## src/rtl/tcw_regs.vh

```
// Purpose: Offsets, field positions and codes of the timer channel block
// Assumes: Included by rtl/tcw_top.v only
// Notes: Three channels at a stride of 0x40, block registers at 0xC0
//
// Overview of operation
// RQ1 - Capture trigger: line A/B, edge select, 0 off
// RQ2 - Generation mode drives A; B unless event source
// RQ3 - One/two PWM outputs, or single/repeating pulses
// RQ4 - A, B, C compare in every count shape
// RQ5 - Shape 00 counts 0 to 0xFFFF, wraps
// RQ6 - Shape 00: event/software trigger resets; no C-trigger
// RQ7 - C match stops and/or disables counter clock
// RQ8 - Shape 10 counts to compare C, resets
// RQ9 - Shape 10: enabled triggers reset counter anytime
// RQ10 - Shape 01 counts up to 0xFFFF, down, repeats
// RQ11 - Shape 11 counts up to C, down, repeats
// RQ12 - Up/down shapes: trigger reverses counting direction
// RQ13 - Event source: ext clocks or line B; edge field
// RQ14 - Source 0: line B input, compare B silent
// RQ15 - Outside event triggers only when enable bit set
// RQ16 - Group start and software trigger always usable
// RQ17 - Output controller set/clear/toggle per event field
// RQ18 - Decoder disabled leaves channels fully unchanged
// RQ19 - Decoder uses ch0 A/B, ch1 A index
// RQ20 - Software selects ext clock 0; routing ignored
// RQ21 - Position: ch0 counts edges, ch1 counts index
// RQ22 - Decoding C match sets compare C flag
// RQ23 - Trigger zeroes counter and starts enabled clock
// RQ24 - Triggers act at next counting clock edge
// RQ25 - Compare flags set status, maskable to interrupt
`ifndef TCW_REGS_VH
`define TCW_REGS_VH

// ****************************************************************
// Register offsets (per channel and block, within 0x40 stride)
// ****************************************************************
`define TCW_OFF_CTRL 6'h00
`define TCW_OFF_MODE 6'h04
`define TCW_OFF_CV 6'h10
`define TCW_OFF_RA 6'h14
`define TCW_OFF_RB 6'h18
`define TCW_OFF_RC 6'h1C
`define TCW_OFF_SR 6'h20
`define TCW_OFF_IMR 6'h24
`define TCW_BLK_IDX 2'h3
`define TCW_OFF_BCR 6'h00
`define TCW_OFF_BMR 6'h04

// ****************************************************************
// Control register bits
// ****************************************************************
`define TCW_CCR_CLKEN 0
`define TCW_CCR_CLKDIS 1
`define TCW_CCR_SOFTWARE_TRIGGER_CMD 2
`define TCW_BCR_SYNC 0
`define TCW_BMR_QUADRATURE_DECODE_ENABLE 8
`define TCW_BMR_POSEN 9
`define TCW_BMR_SPEEDEN 10

// ****************************************************************
// Channel mode register fields
// ****************************************************************
`define TCW_MR_CLKS 2:0
`define TCW_MR_CMPC_STOP_CLOCK 6
`define TCW_MR_CMPC_DISABLE_CLOCK 7
`define TCW_MR_EDGE 9:8
`define TCW_MR_ABSEL 10
`define TCW_MR_EVSRC 11:10
`define TCW_MR_OUTSIDE_EVENT_TRIGGER_ENABLE 12
`define TCW_MR_SHAPE 14:13
`define TCW_MR_WAVE 15
`define TCW_MR_ACPA 17:16
`define TCW_MR_ACPC 19:18
`define TCW_MR_AEEVT 21:20
`define TCW_MR_ASWTRG 23:22
`define TCW_MR_BCPB 25:24
`define TCW_MR_BCPC 27:26
`define TCW_MR_BEEVT 29:28
`define TCW_MR_BSWTRG 31:30
`define TCW_CLKS_EXT0 3'h5

// ****************************************************************
// Status bits, reset values, bus answers
// ****************************************************************
`define TCW_SR_CPA 2
`define TCW_SR_CPB 3
`define TCW_SR_CPC 4
`define TCW_SR_ETRG 7
`define TCW_SR_CLKSTA 16
`define TCW_RST_WORD 32'h00000000
`define TCW_RST_HALF 16'h0000
`define TCW_RESP_OKAY 2'h0
`define TCW_RESP_DECERR 2'h3
`define TCW_CV_MAX 16'hFFFF

`endif

```

## src/rtl/tcw_top.v

```verilog
// Purpose: Three timer channels with waveform output and quadrature front end
// Assumes: All pin inputs synchronous to aclk; one AXI4-Lite access at a time
// Notes: Line outputs use active-low enables; flags clear on status read
`timescale 1ns/10ps
`include "tcw_regs.vh"

module tcw_top (
	input wire aclk,
	input wire aresetn,
	input wire [7:0] s_axi_awaddr,
	input wire s_axi_awvalid,
	output wire s_axi_awready,
	input wire [31:0] s_axi_wdata,
	input wire [3:0] s_axi_wstrb,
	input wire s_axi_wvalid,
	output wire s_axi_wready,
	output reg [1:0] s_axi_bresp,
	output reg s_axi_bvalid,
	input wire s_axi_bready,
	input wire [7:0] s_axi_araddr,
	input wire s_axi_arvalid,
	output wire s_axi_arready,
	output reg [31:0] s_axi_rdata,
	output reg [1:0] s_axi_rresp,
	output reg s_axi_rvalid,
	input wire s_axi_rready,
	input wire ext_clock_in_0,
	input wire ext_clock_in_1,
	input wire ext_clock_in_2,
	input wire [2:0] channel_line_a_in,
	output wire [2:0] channel_line_a_out,
	output wire [2:0] channel_line_a_oe_n,
	input wire [2:0] channel_line_b_in,
	output wire [2:0] channel_line_b_out,
	output wire [2:0] channel_line_b_oe_n,
	output wire [2:0] chan_irq
);

	// ****************************************************************
	// Helper functions
	// ****************************************************************

	// Edge field: 1 rising, 2 falling, 3 both, 0 none
	function edge_hit;
		input [1:0] sel;
		input prev;
		input cur;
		begin
			edge_hit = (sel[0] & ~prev & cur) | (sel[1] & prev & ~cur);
		end
	endfunction

	// Output action: 1 set, 2 clear, 3 toggle, 0 keep
	function line_act;
		input cur;
		input [1:0] code;
		begin
			case (code)
				2'h1: line_act = 1'b1;
				2'h2: line_act = 1'b0;
				2'h3: line_act = ~cur;
				default: line_act = cur;
			endcase
		end
	endfunction

	// Internal prescaled tick; divisors 2, 8, 32, 128, 1024
	function presc_tick;
		input [2:0] src;
		input [9:0] pre;
		begin
			case (src)
				3'h0: presc_tick = pre[0];
				3'h1: presc_tick = &pre[2:0];
				3'h2: presc_tick = &pre[4:0];
				3'h3: presc_tick = &pre[6:0];
				3'h4: presc_tick = &pre[9:0];
				default: presc_tick = 1'b0;
			endcase
		end
	endfunction

	// Byte-lane merge for partial writes
	function [31:0] lane_merge;
		input [31:0] old;
		input [31:0] nw;
		input [3:0] strb;
		integer k;
		begin
			lane_merge = old;
			for (k = 0; k < 4; k = k + 1)
				if (strb[k])
					lane_merge[8*k +: 8] = nw[8*k +: 8];
		end
	endfunction

	// ****************************************************************
	// AXI4-Lite write path
	// ****************************************************************
	reg aw_got_q;
	reg w_got_q;
	reg [7:0] wr_addr_q;
	reg [31:0] wr_data_q;
	reg [3:0] wr_strb_q;
	wire wr_en;
	wire rd_fire;

	assign s_axi_awready = ~aw_got_q & ~s_axi_bvalid;
	assign s_axi_wready = ~w_got_q & ~s_axi_bvalid;
	// Write happens once both halves are held; address and data in any order
	assign wr_en = aw_got_q & w_got_q & ~s_axi_bvalid;

	always @(posedge aclk)
	begin
		if (!aresetn)
		begin
			aw_got_q <= 1'b0;
			w_got_q <= 1'b0;
			wr_addr_q <= 8'h00;
			wr_data_q <= `TCW_RST_WORD;
			wr_strb_q <= 4'h0;
			s_axi_bvalid <= 1'b0;
			s_axi_bresp <= `TCW_RESP_OKAY;
		end
		else
		begin
			if (s_axi_awvalid && s_axi_awready)
			begin
				aw_got_q <= 1'b1;
				wr_addr_q <= s_axi_awaddr;
			end
			if (s_axi_wvalid && s_axi_wready)
			begin
				w_got_q <= 1'b1;
				wr_data_q <= s_axi_wdata;
				wr_strb_q <= s_axi_wstrb;
			end
			if (wr_en)
			begin
				aw_got_q <= 1'b0;
				w_got_q <= 1'b0;
				s_axi_bvalid <= 1'b1;
				s_axi_bresp <= (wr_addr_q[1:0] == 2'h0) ? `TCW_RESP_OKAY : `TCW_RESP_DECERR;
			end
			else if (s_axi_bready)
				s_axi_bvalid <= 1'b0;
		end
	end

	// ****************************************************************
	// Block controls, prescaler, shared input edges
	// ****************************************************************
	reg [31:0] bmr_q;
	reg [9:0] pre_q;
	reg [2:0] xc_prev_q;
	reg qa_prev_q;
	reg qb_prev_q;
	reg idx_prev_q;
	reg quad_up_q;
	wire blk_sel = wr_en && (wr_addr_q[7:6] == `TCW_BLK_IDX);
	wire sync_trg = blk_sel && (wr_addr_q[5:0] == `TCW_OFF_BCR) && wr_data_q[`TCW_BCR_SYNC];
	wire quadrature_decode_enable = bmr_q[`TCW_BMR_QUADRATURE_DECODE_ENABLE];
	wire posen = quadrature_decode_enable & bmr_q[`TCW_BMR_POSEN];
	wire speeden = quadrature_decode_enable & bmr_q[`TCW_BMR_SPEEDEN];
	wire [2:0] xc_now = {ext_clock_in_2, ext_clock_in_1, ext_clock_in_0};
	wire [2:0] xc_rise = xc_now & ~xc_prev_q;
	wire quad_a = channel_line_a_in[0];
	wire quad_b = channel_line_b_in[0];
	wire quad_idx = channel_line_a_in[1];
	wire phase_edge = (quad_a ^ qa_prev_q) | (quad_b ^ qb_prev_q);
	wire quad_dir = qa_prev_q ^ quad_b;
	// Direction of this very edge, so a reversal never miscounts once
	wire quad_up = phase_edge ? quad_dir : quad_up_q;
	wire idx_rise = quad_idx & ~idx_prev_q;

	// Decoder front end: phase inputs from ch0 lines, index from ch1 line A [RQ19]
	always @(posedge aclk)
	begin
		if (!aresetn)
		begin
			bmr_q <= `TCW_RST_WORD;
			pre_q <= 10'h000;
			xc_prev_q <= 3'h0;
			qa_prev_q <= 1'b0;
			qb_prev_q <= 1'b0;
			idx_prev_q <= 1'b0;
			quad_up_q <= 1'b1;
		end
		else
		begin
			if (blk_sel && (wr_addr_q[5:0] == `TCW_OFF_BMR))
				bmr_q <= lane_merge(bmr_q, wr_data_q, wr_strb_q);
			pre_q <= pre_q + 10'h001;
			xc_prev_q <= xc_now;
			qa_prev_q <= quad_a;
			qb_prev_q <= quad_b;
			idx_prev_q <= quad_idx;
			if (phase_edge)
				quad_up_q <= quad_dir;
		end
	end

	// ****************************************************************
	// Channels
	// ****************************************************************
	wire [3*16-1:0] cv_w;
	wire [3*16-1:0] ra_w;
	wire [3*16-1:0] rb_w;
	wire [3*16-1:0] rc_w;
	wire [3*32-1:0] cmr_w;
	wire [3*32-1:0] sr_w;
	wire [3*8-1:0] imr_w;

	genvar gi;
	generate
		for (gi = 0; gi < 3; gi = gi + 1)
		begin : g_chan
			reg [31:0] cmr_q;
			reg [15:0] cv_q;
			reg [15:0] ra_q;
			reg [15:0] rb_q;
			reg [15:0] rc_q;
			reg [7:0] sr_q;
			reg [7:0] imr_q;
			reg en_q;
			reg run_q;
			reg up_q;
			reg pend_q;
			reg evt_prev_q;
			reg la_q;
			reg lb_q;
			wire csel = wr_en && (wr_addr_q[7:6] == gi);
			wire [5:0] woff = wr_addr_q[5:0];
			wire wave = cmr_q[`TCW_MR_WAVE];
			wire [1:0] shape = cmr_q[`TCW_MR_SHAPE];
			wire b_is_evt = wave && (cmr_q[`TCW_MR_EVSRC] == 2'h0);
			// Speed mode feeds the ch2 time base back onto ch0 line A
			wire la_in = (gi == 0 && speeden) ? g_chan[2].la_q : channel_line_a_in[gi];
			wire ctrl_wr = csel && (woff == `TCW_OFF_CTRL);
			// Software and group start triggers stay usable in every mode [RQ16]
			wire sw_trg = (ctrl_wr && wr_data_q[`TCW_CCR_SOFTWARE_TRIGGER_CMD]) || sync_trg;
			reg evt_sig;
			// Capture: line select picks A or B [RQ1]; waveform: event source [RQ13]
			always @*
			begin
				evt_sig = cmr_q[`TCW_MR_ABSEL] ? la_in : channel_line_b_in[gi];
				if (wave)
				begin
					case (cmr_q[`TCW_MR_EVSRC])
						2'h0: evt_sig = channel_line_b_in[gi];
						2'h1: evt_sig = ext_clock_in_0;
						2'h2: evt_sig = ext_clock_in_1;
						default: evt_sig = ext_clock_in_2;
					endcase
				end
			end
			// Edge 0 never raises the event [RQ1] [RQ13]
			wire ext_evt = edge_hit(cmr_q[`TCW_MR_EDGE], evt_prev_q, evt_sig);
			// Waveform event triggers only with its enable bit [RQ15]
			wire ext_trg = ext_evt && (!wave || cmr_q[`TCW_MR_OUTSIDE_EVENT_TRIGGER_ENABLE]);
			// Decoder overrides the clock choice only when enabled [RQ18] [RQ20]
			wire quad_ch = (gi == 0 && posen) || (gi == 1 && quadrature_decode_enable);
			wire quad_tick = (gi == 0) ? (phase_edge | idx_rise) : idx_rise;
			wire src_tick = (cmr_q[`TCW_MR_CLKS] >= `TCW_CLKS_EXT0)
				? xc_rise[cmr_q[1:0] - 2'h1] : presc_tick(cmr_q[`TCW_MR_CLKS], pre_q);
			wire tick = quad_ch ? quad_tick : src_tick;
			wire cnt = tick && en_q && run_q && !pend_q;
			// Every count shape compares against all three registers [RQ4]
			wire cpa = cnt && (cv_q == ra_q);
			wire cpb = cnt && (cv_q == rb_q) && !b_is_evt; // [RQ14]
			wire cpc = cnt && (cv_q == rc_q); // [RQ22]
			wire [15:0] top = shape[1] ? rc_q : `TCW_CV_MAX;
			reg [15:0] cv_d;
			reg up_d;

			// Next count per shape
			always @*
			begin
				cv_d = cv_q;
				up_d = up_q;
				if (quad_ch)
				begin
					// Position/index counting follows decoded direction [RQ21]
					cv_d = quad_up ? cv_q + 16'h0001 : cv_q - 16'h0001;
					if (gi == 0 && idx_rise)
						cv_d = `TCW_RST_HALF;
				end
				else if (!wave || shape == 2'h0)
					cv_d = cv_q + 16'h0001; // Wraps at 0xFFFF [RQ5]
				else if (shape == 2'h2)
					cv_d = (cv_q == rc_q) ? `TCW_RST_HALF : cv_q + 16'h0001; // [RQ8]
				else if (up_q)
				begin
					// Turn at 0xFFFF or compare C [RQ10] [RQ11]
					if (cv_q >= top)
					begin
						up_d = 1'b0;
						cv_d = cv_q - 16'h0001;
					end
					else
						cv_d = cv_q + 16'h0001;
				end
				else if (cv_q == `TCW_RST_HALF)
				begin
					up_d = 1'b1;
					cv_d = 16'h0001;
				end
				else
					cv_d = cv_q - 16'h0001;
			end

			// Counter, clock control and compare flags
			always @(posedge aclk)
			begin
				if (!aresetn)
				begin
					cmr_q <= `TCW_RST_WORD;
					cv_q <= `TCW_RST_HALF;
					ra_q <= `TCW_RST_HALF;
					rb_q <= `TCW_RST_HALF;
					rc_q <= `TCW_RST_HALF;
					sr_q <= 8'h00;
					imr_q <= 8'h00;
					en_q <= 1'b0;
					run_q <= 1'b0;
					up_q <= 1'b1;
					pend_q <= 1'b0;
					evt_prev_q <= 1'b0;
				end
				else
				begin
					evt_prev_q <= evt_sig;
					if (csel && woff == `TCW_OFF_MODE)
						cmr_q <= lane_merge(cmr_q, wr_data_q, wr_strb_q);
					if (csel && woff == `TCW_OFF_RA)
						ra_q <= wr_data_q[15:0];
					if (csel && woff == `TCW_OFF_RB)
						rb_q <= wr_data_q[15:0];
					if (csel && woff == `TCW_OFF_RC)
						rc_q <= wr_data_q[15:0];
					if (csel && woff == `TCW_OFF_IMR)
						imr_q <= wr_data_q[7:0];
					// Triggers wait for the next counting clock edge [RQ24]
					if (sw_trg || ext_trg)
						pend_q <= 1'b1;
					else if (tick)
						pend_q <= 1'b0;
					if (tick && pend_q)
					begin
						if (en_q)
							run_q <= 1'b1; // [RQ23]
						if (wave && shape[0])
							up_q <= ~up_q; // Reverse instead of zeroing [RQ12]
						else
							cv_q <= `TCW_RST_HALF; // [RQ6] [RQ9] [RQ23]
					end
					else if (cnt)
					begin
						cv_q <= cv_d;
						up_q <= up_d;
					end
					// Compare C may stop and disable together [RQ7]
					if (cpc && wave && cmr_q[`TCW_MR_CMPC_STOP_CLOCK])
						run_q <= 1'b0;
					if (ctrl_wr && wr_data_q[`TCW_CCR_CLKEN])
						en_q <= 1'b1;
					if ((cpc && wave && cmr_q[`TCW_MR_CMPC_DISABLE_CLOCK])
						|| (ctrl_wr && wr_data_q[`TCW_CCR_CLKDIS]))
					begin
						en_q <= 1'b0;
						run_q <= 1'b0;
					end
					// Sticky flags; a new event beats the read clear [RQ25]
					sr_q <= (sr_q & {8{~(rd_fire && s_axi_araddr[7:6] == gi
						&& s_axi_araddr[5:0] == `TCW_OFF_SR)}})
						| ({7'h00, cpa} << `TCW_SR_CPA)
						| ({7'h00, cpb} << `TCW_SR_CPB)
						| ({7'h00, cpc} << `TCW_SR_CPC)
						| ({7'h00, ext_trg} << `TCW_SR_ETRG);
				end
			end

			// Output controller, priority software > event > C > A/B [RQ17]
			always @(posedge aclk)
			begin
				if (!aresetn)
				begin
					la_q <= 1'b0;
					lb_q <= 1'b0;
				end
				else if (wave)
				begin
					// PWM duty from A/B compares, period from C [RQ3]
					la_q <= line_act(line_act(line_act(line_act(la_q,
						cpa ? cmr_q[`TCW_MR_ACPA] : 2'h0),
						cpc ? cmr_q[`TCW_MR_ACPC] : 2'h0),
						ext_evt ? cmr_q[`TCW_MR_AEEVT] : 2'h0),
						sw_trg ? cmr_q[`TCW_MR_ASWTRG] : 2'h0);
					if (!b_is_evt)
						lb_q <= line_act(line_act(line_act(line_act(lb_q,
							cpb ? cmr_q[`TCW_MR_BCPB] : 2'h0),
							cpc ? cmr_q[`TCW_MR_BCPC] : 2'h0),
							ext_evt ? cmr_q[`TCW_MR_BEEVT] : 2'h0),
							sw_trg ? cmr_q[`TCW_MR_BSWTRG] : 2'h0);
				end
			end

			// Line A driven in waveform; B unless it is the event input [RQ2] [RQ14]
			assign channel_line_a_out[gi] = la_q;
			assign channel_line_b_out[gi] = lb_q;
			assign channel_line_a_oe_n[gi] = ~wave;
			assign channel_line_b_oe_n[gi] = ~wave | b_is_evt;
			assign chan_irq[gi] = |(sr_q & imr_q); // [RQ25]
			assign cv_w[16*gi +: 16] = cv_q;
			assign ra_w[16*gi +: 16] = ra_q;
			assign rb_w[16*gi +: 16] = rb_q;
			assign rc_w[16*gi +: 16] = rc_q;
			assign cmr_w[32*gi +: 32] = cmr_q;
			assign sr_w[32*gi +: 32] = {15'h0000, en_q, 8'h00, sr_q};
			assign imr_w[8*gi +: 8] = imr_q;
		end
	endgenerate

	// ****************************************************************
	// AXI4-Lite read path
	// ****************************************************************
	reg [31:0] rd_mux;
	reg rd_ok;
	wire [1:0] rch = s_axi_araddr[7:6];
	assign s_axi_arready = ~s_axi_rvalid;
	assign rd_fire = s_axi_arvalid & s_axi_arready;

	// Unmapped or unaligned reads answer DECERR with zero data
	always @*
	begin
		rd_mux = `TCW_RST_WORD;
		rd_ok = (s_axi_araddr[1:0] == 2'h0);
		if (rch == `TCW_BLK_IDX)
		begin
			if (s_axi_araddr[5:0] == `TCW_OFF_BMR)
				rd_mux = bmr_q;
			else if (s_axi_araddr[5:0] != `TCW_OFF_BCR)
				rd_ok = 1'b0;
		end
		else
		begin
			case (s_axi_araddr[5:0])
				`TCW_OFF_CTRL: rd_mux = `TCW_RST_WORD;
				`TCW_OFF_MODE: rd_mux = cmr_w[32*rch +: 32];
				`TCW_OFF_CV: rd_mux = {16'h0000, cv_w[16*rch +: 16]};
				`TCW_OFF_RA: rd_mux = {16'h0000, ra_w[16*rch +: 16]};
				`TCW_OFF_RB: rd_mux = {16'h0000, rb_w[16*rch +: 16]};
				`TCW_OFF_RC: rd_mux = {16'h0000, rc_w[16*rch +: 16]};
				`TCW_OFF_SR: rd_mux = sr_w[32*rch +: 32];
				`TCW_OFF_IMR: rd_mux = {24'h000000, imr_w[8*rch +: 8]};
				default: rd_ok = 1'b0;
			endcase
		end
	end

	always @(posedge aclk)
	begin
		if (!aresetn)
		begin
			s_axi_rvalid <= 1'b0;
			s_axi_rdata <= `TCW_RST_WORD;
			s_axi_rresp <= `TCW_RESP_OKAY;
		end
		else if (rd_fire)
		begin
			s_axi_rvalid <= 1'b1;
			s_axi_rdata <= rd_ok ? rd_mux : `TCW_RST_WORD;
			s_axi_rresp <= rd_ok ? `TCW_RESP_OKAY : `TCW_RESP_DECERR;
		end
		else if (s_axi_rready)
			s_axi_rvalid <= 1'b0;
	end

endmodule

```

## config.mk

```make
export PLATFORM = sky130hd
export DESIGN_NAME = tcw_top
export DESIGN_NICKNAME = d
export VERILOG_FILES = /design/src/rtl/tcw_top.v
export VERILOG_INCLUDE_DIRS = /design/src /design/src/rtl
export SDC_FILE = /design/constraint.sdc
export NUM_CORES = 2
export LEC_CHECK = 0
export ABC_AREA = 0
export BUFFER_PORTS_ARGS = -buffer_cell sky130_fd_sc_hd__clkbuf_2
export CORE_UTILIZATION = 49
export DETAILED_ROUTE_END_ITERATION = 10
export GPL_ROUTABILITY_DRIVEN = 0
export GPL_TIMING_DRIVEN = 0
export PLACE_DENSITY_LB_ADDON = 0.12
export SLEW_MARGIN = 20
export SYNTH_ARGS = -nofsm -noshare
export SYNTH_HDL_FRONTEND = slang
export SYNTH_SLANG_ARGS = --single-unit
```

## constraint.sdc

```tcl
create_clock -name aclk -period 3.9 [get_ports aclk]
set_input_delay 0.39 -clock aclk [delete_from_list [all_inputs] [get_ports aclk]]
set_output_delay 0.39 -clock aclk [all_outputs]
set_load 0.1 [all_outputs]
```

Word level (Yosys, flattened, before mapping)

Index checks and enable logic that the tools add are counted.
Widths: inputs -> output; s select.

Register bits: 490
Input port bits: 68
Output and inout bits: 56
Word-level logic and storage cells: 707

Add/subtract/negate cells: 10
Magnitude comparators: 9
Equal/unequal tests: 134
Shift-type cells: 7
Multiplexer cells: 199
Bitwise operators: 99
Reduce and logical (&&, ||, !) cells: 178

Operators with widths:

| kind                  | count |
|---|---|
| $mux 16               | 35 |
| $pmux 32 s7           | 1 |
| $shiftx 48x7->16      | 4 |
| $shiftx 96x8->32      | 2 |
| $eq 16x16->1          | 9 |
| $eq 2x2->1 const B    | 58 |
| $mux 1                | 101 |
| $mux 32               | 3 |
| $logic_and 1x1->1     | 84 |
| $pmux 1 s3            | 27 |
| $eq 2x1->1 const B    | 29 |
| $mux 2                | 26 |
| $reduce_and 2->1      | 25 |
| $add 16x1->16 const B | 3 |
| $and 8x8->8           | 6 |
| $ge 16x16->1          | 3 |
| $logic_not 16->1      | 3 |
| $not 1->1             | 48 |
| $sub 16x1->16 const B | 3 |
| $eq 6x5->1 const B    | 7 |
| $reduce_or 8->1       | 4 |
| $or 8x3->8            | 3 |
| $or 8x4->8            | 3 |
| $or 8x5->8            | 3 |
| other kinds (34)      | 146 |

Depth between registers and ports, before layout

Depth after elaboration: 29
Gate-level depth with buffers: 15
Gate-level depth less buffers: 12

Worst setup path after synthesis

Ideal clock, no wire load.

Path type: register to register
Start point: register g_chan[0].cmr_q[1]
End point: register g_chan[0].lb_q
Library setup time: 0.224 ns
Data arrival time: 2.993 ns
Required time: 3.676 ns
Slack: 0.683 ns
Stages on the path, launching flop included: 12
Path buffers: 0
Clock period less this slack: 3.217 ns
Cell sequence: dfxtp_1 inv_1 ha_1 or3_1 or4_4 a32o_1 a2111o_1 mux2_4 mux2_4 a2bb2oi_2 mux2i_1 o31ai_2

Word-level cells in the longest chain between the ends: 28
Elaborated cells between the ends (all ways): 42
Those cells by class: 1 x add/sub; 1 x order compare; 10 x eq/ne; 20 x mux; 3 x bitwise; 7 x reduce/logical

RTL lines:

| item                               | RTL line      | RTL |
|---|---|---|
| from (decl)                        | tcw_top.v:218 | `reg [31:0] cmr_q;` |
| from (signal assigned)             | tcw_top.v:317 | `` cmr_q <= `TCW_RST_WORD; `` |
| from (signal assigned)             | tcw_top.v:334 | `cmr_q <= lane_merge(cmr_q, wr_data_q, wr_strb_q);` |
| $sub 2x1->2                        | tcw_top.v:265 | `` ? xc_rise[cmr_q[1:0] - 2'h1] : presc_tick(cmr_q[`TCW_MR_CLKS], pre_q); `` |
| $bmux 1 s2                         | tcw_top.v:265 |  |
| $mux 1 (not written as such)       | tcw_top.v:265 |  |
| $mux 1 (*)                         | tcw_top.v:264 | `` wire src_tick = (cmr_q[`TCW_MR_CLKS] >= `TCW_CLKS_EXT0) `` |
| $mux 1 (*)                         | tcw_top.v:266 | `wire tick = quad_ch ? quad_tick : src_tick;` |
| $logic_and 1x1->1 (*) (3 in a row) | tcw_top.v:267 | `wire cnt = tick && en_q && run_q && !pend_q;` |
| $logic_and 1x1->1 (2 in a row)     | tcw_top.v:270 | `wire cpb = cnt && (cv_q == rb_q) && !b_is_evt;` |
| $mux 2                             | tcw_top.v:401 | `` cpb ? cmr_q[`TCW_MR_BCPB] : 2'h0), `` |
| [9 not listed]                     | -             |  |
| $mux 1 (*)                         | tcw_top.v:386 | `if (!aresetn)` |
| $not 1->1                          | tcw_top.v:61  | `2'h3: line_act = ~cur;` |
| $pmux 1 s3 (*)                     | tcw_top.v:58  | `case (code)` |
| $mux 1 (*)                         | tcw_top.v:399 | `if (!b_is_evt)` |
| $mux 1 (*)                         | tcw_top.v:391 | `else if (wave)` |
| $mux 1 (*)                         | tcw_top.v:386 |  |
| $not 1->1                          | tcw_top.v:61  |  |
| $pmux 1 s3 (*)                     | tcw_top.v:58  |  |
| to (signal assigned)               | tcw_top.v:400 | `lb_q <= line_act(line_act(line_act(line_act(lb_q,` |
| to (decl)                          | tcw_top.v:231 | `reg lb_q;` |

Mark *: on every way between the ends. The rest lies on a longest branch, timed or not. The select of a mux whose other input is x is not followed.
A chain may end at the register's enable or synchronous reset.

Worst setup path after layout

Start point: input s_axi_araddr[2]
End point: register s_axi_rdata[8]

Word-level cells in the longest chain between the ends: 5
Elaborated cells between the ends (all ways): 18
Those cells by class: 7 x eq/ne; 8 x mux; 3 x reduce/logical

RTL lines:

| item                                                              | RTL line                     | RTL |
|---|---|---|
| from (decl)                                                       | tcw_top.v:20                 | `input wire [7:0] s_axi_araddr,` |
| $eq 6x6->1, or another cell as far along                          | tcw_top.v:447                | `case (s_axi_araddr[5:0])` |
| $reduce_or 8->1 (no source line) / $mux 1 (equally long branches) | -                            |  |
| $mux 1, on equally long branches                                  | tcw_top.v:447, tcw_top.v:440 |  |
| $mux 1                                                            | tcw_top.v:438                | `` if (rch == `TCW_BLK_IDX) `` |
| $mux 32 (no source line) (*)                                      | -                            |  |
| to (signal assigned)                                              | tcw_top.v:466                | `` s_axi_rdata <= `TCW_RST_WORD; `` |
| to (signal assigned)                                              | tcw_top.v:472                | `` s_axi_rdata <= rd_ok ? rd_mux : `TCW_RST_WORD; `` |
| to (decl)                                                         | tcw_top.v:23                 | `output reg [31:0] s_axi_rdata,` |

Mark *: on every way between the ends. The rest lies on a longest branch, timed or not.

==> flow_summary.json <==
{
  "swShare": 0.274,
  "ys.flop_type": "dfxtp_1",
  "grt_pass1_wl_mm": 182,
  "r2r_slack_ns": 0.08,
  "r2r_start": "pre_q[0]$_SDFF_PN0_",
  "p_comb_frac": 0.084,
  "pwr-share-clk": 0.487,
  "seq_area_frac_synth": 0.347,
  "slew_violations": 0,
  "syn_inst": 3652,
  "hold_path.class": "primary input to register",
  "clk_pin_slew_worst_paths_ns": 0.06,
  "regToRegEndpoint": "g_chan[1].lb_q$_SDFFE_PN0P_",
  "track_usage": 0.413,
  "critPathArrivalTime_ns": 4.67,
  "cp-endpoint": "s_axi_rdata[8]$_SDFFE_PN0P_",
  "first_global_vias": 27800,
  "yosysTopAreaCell": "dfxtp_1",
  "synth_xor_area_frac": 0.0671,
  "synth_seq_cells": 488,
  "cts_made_buffers": 56,
  "path_class": "primary input to register",
  "nFillCells": 5426,
  "slowest_stage": "a2111oi_0",
  "yosys.area_share.simple": 0.238,
  "wl_per_cell_um": 26.6,
  "core_sq_um": 56600,
  "final_cells": 4681,
  "synth.distinct_cells": 86,
  "status": "finished, violations left",
  "tns_ns": -0.488,
  "post-route-min-period_ns": 4.08,
  "chipHeight_um": 242,
  "die_w_um": 242,
  "dieArea_sq_um": 58500,
  "h-tree-depth": 2,
  "netlist_area_sq_um": 28200,
  "cp_common_cell": "clkbuf_1",
  "port_buffers": 119,
  "critPathMaxStageDelay_ns": 0.89,
  "final_common_cell": "nand2_1",
  "ys_warn_count": 0,
  "hold_viol_final": 0,
  "setup_violations": 4,
  "setup_ws_ns": -0.179,
  "synth_area_leaders": "dfxtp_1 35%, nand2_1 8.9%, a21oi_1 7.8%",
  "p_switching_mw": 3.24,
  "clk_path_buf_depth": 3,
  "finalCritPeriodShare": 1.05,
  "synth_compound_area_frac": 0.198,
  "cp_cell_sequence": "clkbuf_1, o21ai_0, clkbuf_1, clkbuf_1, a21oi_1, a2111oi_0, a221oi_1, nor3_1, a21oi_1, nor2_1",
  "p_seq_frac": 0.429,
  "syn_area_per_cell_sq_um": 7.72,
  "row_count": 87,
  "drtPass1Iterations": 10,
  "layout_common_cells": "670 x nand2_1, 487 x dfxtp_1, 440 x a21oi_1, 248 x clkbuf_1, 227 x nor2_1",
  "dpl.cell_count": 4529,
  "async_flop_share": 0,
  "cts_tree": "built",
  "synth_nets": 3792,
  "worst-path-stages": 10,
  "wirelength_mm": 125,
  "routed-via-count": 30300,
  "path_buf_inv": 3,
  "route.detailed.drc": 0,
  "cp-start-kind": "primary input",
  "viasPerCell": 6.46,
  "slew_headroom": 0.201,
  "intPower_mw": 8.61,
  "grt_setup_unrepaired": "no",
  "multi_input_area_sq_um": 17200,
  "crit_family": "compound AO/OA/AOI/OAI gates",
  "drive_gt1_frac": 0.0898,
  "fin_skew_ns": 0.0501,
  "hpwl_mm": 93.6,
  "cp.required_ns": 4.49,
  "seqCellArea_sq_um": 9770,
  "nets": 4011,
  "endpoint_kind": "register",
  "worst-slew-pin-transition_ns": 1.20,
  "area_growth_pct": 14.5,
  "violations": "setup timing",
  "cts.sinks": 488,
  "grt_overflow": 0,
  "first_iter_violations": 4713,
  "synth_top_family_by_area": "simple AND/OR/NAND/NOR gates",
  "synth_edf_count": 0,
  "crit_start": "s_axi_araddr[2]",
  "synth_top_area_frac": 0.347,
  "pin_count": 124,
  "reg2reg_depth": 12,
  "muxShareOfSynthArea": 0.0719,
  "ant_nets": 0,
  "ir_worst_vdd_mv": 0.373,
  "fmax_mhz": 245,
  "synth_adder_area_share": 0.0320,
  "power.leakage_nw": 11.9,
  "critPathMaxFanout": 10,
  "cap_violations": 0,
  "p_per_area_nw_per_um2": 367,
  "clk_latency_ns": 0.68,
  "initial_core_util": 0.498,
  "root_buffer": "clkbuf_16",
  "antenna_found_initial": 8,
  "grt_max_degree": 17
}
how the worst min path moves through the flow:
| stage | startpoint | endpoint | slack [ns] | cells past startpoint |
|---|---|---|---|---|
| finish | s_axi_wdata[14] | wr_data_q[14]$_SDFFE_PN0P_ | 0.002 | 3 |
| global route | s_axi_arvalid | s_axi_rvalid$_SDFFE_PN0P_ | 0.02 | 3 |
| CTS | s_axi_arvalid | s_axi_rvalid$_SDFFE_PN0P_ | 0.002 | 3 |
| detailed placement | bmr_q[30]$_SDFFE_PN0P_ | bmr_q[30]$_SDFFE_PN0P_ | 0.45 | 2 |
| global placement | bmr_q[30]$_SDFFE_PN0P_ | bmr_q[30]$_SDFFE_PN0P_ | 0.44 | 2 |
| floorplan | bmr_q[12]$_SDFFE_PN0P_ | bmr_q[12]$_SDFFE_PN0P_ | 0.43 | 2 |
worst register-to-register path, delay by kind of cell, from the launching register on:
family,cells,cell delay (ns)
AO/OA/AOI/OAI,5,1.52
AND/OR/NAND/NOR,3,0.65
multiplexers,1,0.41
buffers and inverters,1,0.21
adder cells (fa/ha/maj),2,0.48
flip-flops,1,0.38
routing by layer:
metal	routed length (um)	track usage	vias to the layer above
li1	-	-	13400
met1	48200	0.543	14200
met2	50700	0.596	2177
met3	16700	0.117	482
met4	9040	0.254	2
met5	17	0	-
state kept, by name (all words and copies together), names as in the netlist, 4 cells and up:
| name | flops |
|---|---|
| bmr_q | 32 |
| g_chan.cmr_q | 96 |
| g_chan.cv_q | 48 |
| g_chan.imr_q | 24 |
| g_chan.ra_q | 48 |
| g_chan.rb_q | 48 |
| g_chan.rc_q | 48 |
| g_chan.sr_q | 24 |
| pre_q | 10 |
| s_axi_rdata | 32 |
| wr_addr_q | 8 |
| wr_data_q | 32 |
| wr_strb_q | 4 |
synthesized netlist by cell type (13+ instances only):
cell and number:
nand4_1 48, ha_1 72, nand2b_1 18, nand3_1 199, a221oi_1 13, nor2_1 228, o21a_1 13, and3_1 34
mux2i_1 105, clkbuf_1 256, nand2_1 671, xor2_1 94, a22oi_1 51, a21o_1 20, mux2_2 44, buf_1 26
o22ai_1 26, a21oi_1 441, a221o_1 23, o21ai_0 131, a31oi_1 14, inv_1 44, a222oi_1 14, nor3b_1 13
nor2b_1 66, a211oi_1 22, xnor2_1 122, and2_1 40, nor3_1 53, dfxtp_1 488, nor4_1 37, mux4_2 20
area by class of cell:
type | instances | share of cell area
well taps | 756 | 0.0293
clock buffers | 78 | 0.0485
repair buffers | 166 | 0.0325
multi-input cells | 2826 | 0.533
inverters | 46 | 0.00535
clock inverters | 28 | 0.0128
flip-flops and latches | 488 | 0.303
plain buffers | 287 | 0.0351
diodes | 6 | 0.000465
cells by family (layout without fill, tap and decap cells):
family                     Yosys count  after routing
and+or+nand+nor                   1462           1462
AOI/OAI and AO/OA                  905            905
DFF                                488            488
buffers and inverters              338            605
xor gates and xnor gates           216            216
muxes                              171            171
adders and majority gates           72             72
other                                0              6
power by group through the flow:
stage / sequential (mW) / clock (mW) / combinational (mW)
after global placement: 5.19 / 0 / 0.901
after global routing: 5.09 / 5.94 / 1.01
after detailed placement: 5.19 / 0 / 0.903
after floorplan: 5.20 / 0 / 0.478
final: 5.09 / 5.77 / 0.996
after CTS: 5.08 / 5.73 / 0.940
metrics by stage:
stage               setup WS (ns)  instance area (sq um)  total power [mW]  hold WS, ns   util
global route              0.00482                  32300              12.0       0.0180  0.570
detailed placement         -0.623                  29800              6.10        0.446  0.526
floorplan                   0.683                  28200              5.68        0.433      -
CTS                       0.00406                  32200              11.8      0.00211  0.569
global placement           -0.820                  29700              6.09        0.443  0.525
finish                     -0.179                  32300              11.9      0.00212  0.570
what timing repair did:
item / CTS / global route
pin swaps: 1 / 0
endpoints found under the setup margin: 25 / 45
hold buffers: 42 / 0
hold endpoints to repair: 42 / 0
setup buffers: 3 / 0
resized for setup: 8 / 40
cloned: 0 / 0
Note: power is estimated with default switching activity, not from simulation.
